$ cat src/rtl/lac_defines.vh
// Purpose: Shared constants for the light autorange conversion block
// Assumes: 25 MHz system clock
// Notes: Times in microseconds; cycle counts derived from clock rate
`ifndef LAC_DEFINES_VH
`define LAC_DEFINES_VH
`define LAC_CLK_MHZ 25
`define LAC_SCALE_AUTO 4'hc
`define LAC_SCALE_MAX 4'h8
`define LAC_PERIOD_MAX 4'hb
`define LAC_CNT_W 20
`define LAC_MSB_W 12
`define LAC_LSB_W 8
`define LAC_LIN_W 28
`define LAC_SCALE_RST 4'hc
`define LAC_PERIOD_RST 4'h8
// Thresholds as fractions of full scale on the top count bits
`define LAC_LOW_TWO 20'h04000
`define LAC_LOW_ONE 20'h20000
`define LAC_HIGH_ONE 20'hc0000
`define LAC_T0_US 600
`define LAC_T1_US 1000
`define LAC_T2_US 1800
`define LAC_T3_US 3400
`define LAC_T4_US 6500
`define LAC_T5_US 12700
`define LAC_T6_US 25000
`define LAC_T7_US 50000
`define LAC_T8_US 100000
`define LAC_T9_US 200000
`define LAC_T10_US 400000
`define LAC_T11_US 800000
`endif

$ cat src/rtl/lac_autorange.v
// Purpose: Range selection and result formatting for a light sensor
// Assumes: Front end supplies a count and overflow flag per conversion
// Notes: No register bus; fields are plain ports
// Notes on behaviour
// - Scale code 12 runs automatic range selection
// - Auto range follows present light and previous result
// - Low result lowers range by one or two steps
// - High result raises range by exactly one step
// - Overflow in auto mode below top range aborts, result not published
// - After abort below top range, step up and restart
// - Retries may stretch a result beyond the period
// - Manual scale disables auto logic, measures at that range
// - Codes 0 to 8 select nine doubling ranges
// - Period codes 0 to 11 map to 0.6 to 800 ms
// - Period spans start through result update
// - Result is 4-bit scale index and 20-bit count
// - Index equals range used; count linear within it
// - Upper 12 count bits and lower 8 in separate fields
// - Linearised value is count shifted by index, 28 bits
`default_nettype none
`include "lac_defines.vh"
module lac_autorange #(
	parameter DIV = 1
)
(
	input wire i_sys_clk,
	input wire i_rst_n,
	input wire [3:0] i_scale_sel,
	input wire [3:0] i_period_sel,
	input wire i_run,
	input wire i_fe_valid,
	input wire [19:0] i_fe_count,
	input wire i_fe_overflow,
	output reg o_fe_start,
	output reg [3:0] o_fe_range,
	output reg [3:0] o_scale_index,
	output reg [11:0] o_count_upper,
	output reg [7:0] o_count_lower,
	output reg [27:0] o_linear,
	output reg o_result_valid,
	output reg o_busy
);
	localparam S_IDLE = 2'b00;
	localparam S_MEAS = 2'b01;
	localparam S_WAIT = 2'b10;

	reg [1:0] state_q;
	reg [3:0] range_q;
	reg [19:0] cnt_q;
	reg have_q;
	wire tstart;
	wire retry;
	wire t_busy;
	wire t_done;
	wire auto_mode;

	assign auto_mode = (i_scale_sel == `LAC_SCALE_AUTO);
	assign retry = i_fe_valid && i_fe_overflow && auto_mode &&
		(o_fe_range < `LAC_SCALE_MAX);
	// Timer loads on the same edge as the front end start, so the
	// period counts from initiation, not one cycle late
	assign tstart = ((state_q == S_IDLE) && i_run) ||
		((state_q == S_MEAS) && retry);

	lac_period_timer #(.DIV(DIV)) u_timer (
		.i_sys_clk(i_sys_clk),
		.i_rst_n(i_rst_n),
		.i_start(tstart),
		.i_period(i_period_sel),
		.o_busy(t_busy),
		.o_done(t_done)
	);

	// Next range from previous result
	function [3:0] next_range;
		input [3:0] r;
		input [19:0] c;
		begin
			next_range = r;
			if (c < `LAC_LOW_TWO && r > 4'h1)
				next_range = r - 4'h2;
			else if (c < `LAC_LOW_ONE && r > 4'h0)
				next_range = r - 4'h1;
			else if (c >= `LAC_HIGH_ONE && r < `LAC_SCALE_MAX)
				next_range = r + 4'h1;
		end
	endfunction

	function [27:0] linearise;
		input [19:0] c;
		input [3:0] e;
		begin
			linearise = {8'h00, c} << e;
		end
	endfunction

	always @(posedge i_sys_clk)
	begin
		if (!i_rst_n)
		begin
			state_q <= S_IDLE;
			range_q <= 4'h0;
			cnt_q <= 20'h0;
			have_q <= 1'b0;
			o_fe_start <= 1'b0;
			o_fe_range <= 4'h0;
			o_scale_index <= 4'h0;
			o_count_upper <= 12'h0;
			o_count_lower <= 8'h0;
			o_linear <= 28'h0;
			o_result_valid <= 1'b0;
			o_busy <= 1'b0;
		end
		else
		begin
			o_fe_start <= 1'b0;
			o_result_valid <= 1'b0;
			case (state_q)
				S_IDLE:
				begin
					o_busy <= 1'b0;
					if (i_run)
					begin
						if (auto_mode)
						begin
							if (have_q)
								o_fe_range <= next_range(range_q, cnt_q);
							else
								o_fe_range <= `LAC_SCALE_MAX;
						end
						else
						begin
							o_fe_range <= i_scale_sel;
							have_q <= 1'b0;
						end
						o_fe_start <= 1'b1;
						o_busy <= 1'b1;
						state_q <= S_MEAS;
					end
				end
				S_MEAS:
				begin
					if (i_fe_valid)
					begin
						if (retry)
						begin
							o_fe_range <= o_fe_range + 4'h1;
							o_fe_start <= 1'b1;
						end
						else
						begin
							range_q <= o_fe_range;
							cnt_q <= i_fe_count;
							have_q <= auto_mode;
							state_q <= S_WAIT;
						end
					end
				end
				S_WAIT:
				begin
					// Publish at period end so period covers update
					if (!t_busy || t_done)
					begin
						o_scale_index <= range_q;
						o_count_upper <= cnt_q[19:8];
						o_count_lower <= cnt_q[7:0];
						o_linear <= linearise(cnt_q, range_q);
						o_result_valid <= 1'b1;
						o_busy <= 1'b0;
						state_q <= S_IDLE;
					end
				end
				default: state_q <= S_IDLE;
			endcase
		end
	end
endmodule
`default_nettype wire

$ cat src/rtl/lac_period_timer.v
// Purpose: Conversion period timer for one measurement
// Assumes: Start pulse from the sequencer, same clock
// Notes: Period code is latched at start so changes apply next time
`default_nettype none
`include "lac_defines.vh"
module lac_period_timer #(
	parameter DIV = 1
)
(
	input wire i_sys_clk,
	input wire i_rst_n,
	input wire i_start,
	input wire [3:0] i_period,
	output wire o_busy,
	output wire o_done
);
	reg [31:0] cnt_q;
	reg busy_q;

	// Cycle count for each period code; DIV lets a bench shrink the period
	function [31:0] period_cycles;
		input [3:0] code;
		reg [31:0] us;
		begin
			case (code)
				4'h0: us = `LAC_T0_US;
				4'h1: us = `LAC_T1_US;
				4'h2: us = `LAC_T2_US;
				4'h3: us = `LAC_T3_US;
				4'h4: us = `LAC_T4_US;
				4'h5: us = `LAC_T5_US;
				4'h6: us = `LAC_T6_US;
				4'h7: us = `LAC_T7_US;
				4'h8: us = `LAC_T8_US;
				4'h9: us = `LAC_T9_US;
				4'ha: us = `LAC_T10_US;
				default: us = `LAC_T11_US;
			endcase
			period_cycles = (us * `LAC_CLK_MHZ) / DIV;
			if (period_cycles == 32'h0)
				period_cycles = 32'h1;
		end
	endfunction

	assign o_busy = busy_q;
	assign o_done = busy_q && (cnt_q == 32'h1);

	always @(posedge i_sys_clk)
	begin
		if (!i_rst_n)
		begin
			cnt_q <= 32'h0;
			busy_q <= 1'b0;
		end
		else if (i_start)
		begin
			cnt_q <= period_cycles(i_period);
			busy_q <= 1'b1;
		end
		else if (busy_q)
		begin
			cnt_q <= cnt_q - 32'h1;
			if (cnt_q == 32'h1)
				busy_q <= 1'b0;
		end
	end
endmodule
`default_nettype wire

$ cat config.mk
export PLATFORM = sky130hd
export DESIGN_NAME = lac_autorange
export DESIGN_NICKNAME = d
export VERILOG_FILES = /design/src/rtl/lac_autorange.v /design/src/rtl/lac_period_timer.v
export VERILOG_INCLUDE_DIRS = /design/src /design/src/rtl
export SDC_FILE = /design/constraint.sdc
export NUM_CORES = 1
export LEC_CHECK = 0
export BUFFER_PORTS_ARGS = -buffer_cell sky130_fd_sc_hd__buf_2
export CAP_MARGIN = 15
export CORE_MARGIN = 4
export CORE_UTILIZATION = 40
export CTS_CLUSTER_DIAMETER = 150
export DETAILED_ROUTE_END_ITERATION = 12
export PLACE_DENSITY = 0.68
export SKIP_CTS_REPAIR_TIMING = 1
export SYNTH_ARGS = -nofsm -noshare
export SYNTH_HDL_FRONTEND = slang
export SYNTH_SLANG_ARGS = --single-unit
export TNS_END_PERCENT = 1
$ cat constraint.sdc
create_clock -name i_sys_clk -period 6.4 [get_ports i_sys_clk]
set_input_delay 0.32 -clock i_sys_clk [delete_from_list [all_inputs] [get_ports i_sys_clk]]
set_output_delay 0.32 -clock i_sys_clk [all_outputs]
set_load 0.005 [all_outputs]
==> results.yml <==
run_status:
  status: "complete, no violations"
die:
  dieArea_mm2: 0.0241
  start_util_pct: 41.0
  io_pins: 92
  num_rows: 53
  core_mm2: 0.0212
  die_y_um: 155
  die_w_um: 155
critical_path:
  end_kind: "flip-flop"
  worst-setup-path-type: "input port to flip-flop"
  r2r_cells: 8
  worstPathBufferInverterCount: 3
  required_ns: 6.69
  cpPeakStageDelay_ns: 0.52
  path_cells: "buf_2 -> inv_1 -> ha_1 -> inv_1 -> o31ai_1 -> ha_1 -> ha_1 -> fa_1 -> ha_1 -> a21o_1 -> a31o_1 -> or2_4 -> xor2_1 -> or4_1 -> or4b_1 -> nor4_2 -> o22ai_1"
  arrival_ns: 5.35
  crit_top_cell: "ha_1"
  r2r-start: "u_timer.cnt_q[8]"
  critPathSlowestCell: "or4b_1"
  cp_max_fo: 10
  r2r-end: "o_linear[24]"
  cp-start-kind: "input port"
  r2r_slack_ns: 3.17
  crit_family: "adder cells"
sta:
  finalHoldViolations: 0
  holdWs_ns: 0.153
  worst_pin_slew_ns: 1.01
  drv_slew: 0
  final.setup.tns_ns: 0
  finalSetupViolCount: 0
  clock_skew_ns: 0.00921
  period_minus_slack_ns: 5.07
  slew_headroom_pct: 32.4
  period_share_pct: 79.2
  rsz0062_at_grt: "false"
  fmax_ghz: 0.197
power:
  ir_drop_v: 0.000190
  power_density_mw_per_mm2: 267
  p_int_mw: 1.82
  power.total_mw: 2.66
  seq_power_share_pct: 31.3
  clock_power_share_pct: 39.9
  p_sw_mw: 0.841
  combPwrFrac_pct: 28.7
  p_leak_nw: 4.56
  netSwitchingFraction_pct: 31.7
logic_synthesis:
  avgSynthCellArea_um2: 7.96
  ys_warn_count: 0
  netlist_area_mm2: 0.00868
  synth_top_area_share_pct: 27.4
  synth_nets: 1214
  yosysSeqAreaShare_pct: 27.4
  synth.distinct_cells: 77
  async_flop_share_pct: 0
  synth_top_area_cell: "dfxtp_1"
  ys_seq_elements: 119
  synth_cells: 1091
  ys.flop_type: "dfxtp_1"
  synth-edff-count: 0
  synth_area_leaders: "dfxtp_1 (27%), ha_1 (11%), nand2_1 (9.1%), a21boi_0 (5.1%), a21oi_1 (3.7%)"
clock_network:
  root_buffer: "clkbuf_16"
  clk_pin_slew_worst_paths_ns: 0.06
  ctsHtreeMaxLevel: 4
  worstSkewPairLatency_ns: 0.42
  numCtsBuffers: 17
  tritoncts: "yes"
  clockBufferDepth: 2
  clkSinkCount: 119
cells_and_area:
  final_cell_mix: "nand2_1 (211), dfxtp_1 (119), buf_2 (91)"
  area_growth_pct: 14.7
  nets: 1270
  final_common_cell: "nand2_1"
  drive_gt1_share_pct: 13.5
hold_path:
  worstHoldStart: "i_fe_count[7]"
  hold_path_end: "cnt_q[7]"
  hold_depth: 3
  hp-class: "input port to flip-flop"
route:
  first_pass_iters: 5
  postRouteAntennaNets: 0
  wl_um: 21300
  dr_total_vias: 7688
  drc: 0
  drt_first_iter_violations: 473
  drt-vias-per-instance: 5.35
  avgRoutedWirePerCell_um: 14.8
global_routing:
  gr-total-overflow: 0
  grt_max_degree: 73
  grt_pass1_wl_um: 36100
  grtUsageTotal_pct: 17.9
  antenna_found_initial: 0
  grt_pass1_vias: 7295
placement:
  port-buffer-count: 91
  place_congestion: 0.907
  hpwlAfterDp_um: 15800
run:
  cap_violations: 0
## kinds of logic after synthesis
kind of cell	share of synthesized area [%]
and+or+nand+nor	21.9
muxes	4.01
AOI/OAI and AO/OA	21.8
adders and majority gates	14.0
buffers and inverters	6.14
xor gates and xnor gates	4.73
DFF	27.4
## cell type report
cell class	count	area, um^2
timing repair buffer	100	536
inverter	68	255
clock buffer	20	467
multi-input combinational	841	5770
tap	275	344
clock inverter	12	198
fill	2051	11200
antenna	1	2.50
sequential	119	2380
## per-layer routing
metal / vias to the layer above / share of wire, % / global-route usage, %
met5: - / 0 / 0
met4: 0 / 1.8 / 5.79
met3: 24 / 4.3 / 3.12
met2: 172 / 46 / 29.1
met1: 3573 / 47 / 24.3
li1: 3919 / - / -
## power groups by stage
stage               sequential [mW]  clock (mW)  combinational, mW
finish                        0.832        1.06              0.763
global route                  0.839        1.12              0.863
CTS                           0.832        1.08              0.760
detailed placement            0.847           0              0.753
global placement              0.845           0              0.745
floorplan                     0.834           0              0.596
## synth_stat cells, types with 5 or more instances
cell,n
o211a_1,25
or3_1,5
and2_1,8
mux2i_1,19
nor3_1,22
o21ai_0,37
nand2b_1,8
o22ai_1,5
a21boi_0,59
nand2_1,211
clkbuf_1,50
ha_1,78
fa_1,12
a21oi_1,64
mux4_2,5
nor2b_1,24
a21o_1,14
nor2_1,51
and3_1,12
xnor2_1,24
or4_1,5
inv_1,67
nand3b_1,8
xor2_1,21
nand3_1,17
a211oi_1,8
dfxtp_1,119
o211ai_1,8
nor4_1,8
## metrics by stage
stage               area, um^2  utilization [%]  instances  worst slack (ns)
finish                    9960             47.1       1436              1.33
global route              9950             47.1       1435             0.866
floorplan                 8680                -       1091              1.58
global placement          9270             43.8       1402              1.02
CTS                       9930             47.0       1434              1.34
detailed placement        9270             43.8       1402             0.931
## worst max path at each step
stage / start / endpoint / slack, ns / depth (start not counted)
after floorplan: i_period_sel[3] / u_timer.cnt_q[2] / 1.58 / 17
after global placement: i_period_sel[1] / u_timer.cnt_q[2] / 1.02 / 17
after detailed placement: i_period_sel[1] / u_timer.cnt_q[2] / 0.93 / 17
after CTS: i_period_sel[1] / u_timer.cnt_q[0] / 1.34 / 17
after global routing: i_period_sel[1] / u_timer.cnt_q[2] / 0.87 / 19
final: i_period_sel[1] / u_timer.cnt_q[2] / 1.33 / 17
## worst reg2reg max path: stages, from the launching register on
cell and delay (ns):
dfxtp_1 0.34, nor4_1 0.67, nor2b_1 0.25, nand4_1 0.14
o21a_1 0.29, or3b_2 0.70, buf_12 0.27, a221oi_1 0.35
nor3b_1 0.09
## flip-flops by register name, summed over array words and instances (netlist names)
name / count
u_timer.cnt_q: 32
o_linear: 28
cnt_q: 20
o_count_upper: 12
o_count_lower: 8
o_fe_range: 4
o_scale_index: 4
range_q: 4
state_q: 2
have_q: 1
o_busy: 1
o_fe_start: 1
o_result_valid: 1
u_timer.o_busy: 1
Note: power is estimated with default switching activity, not from simulation.
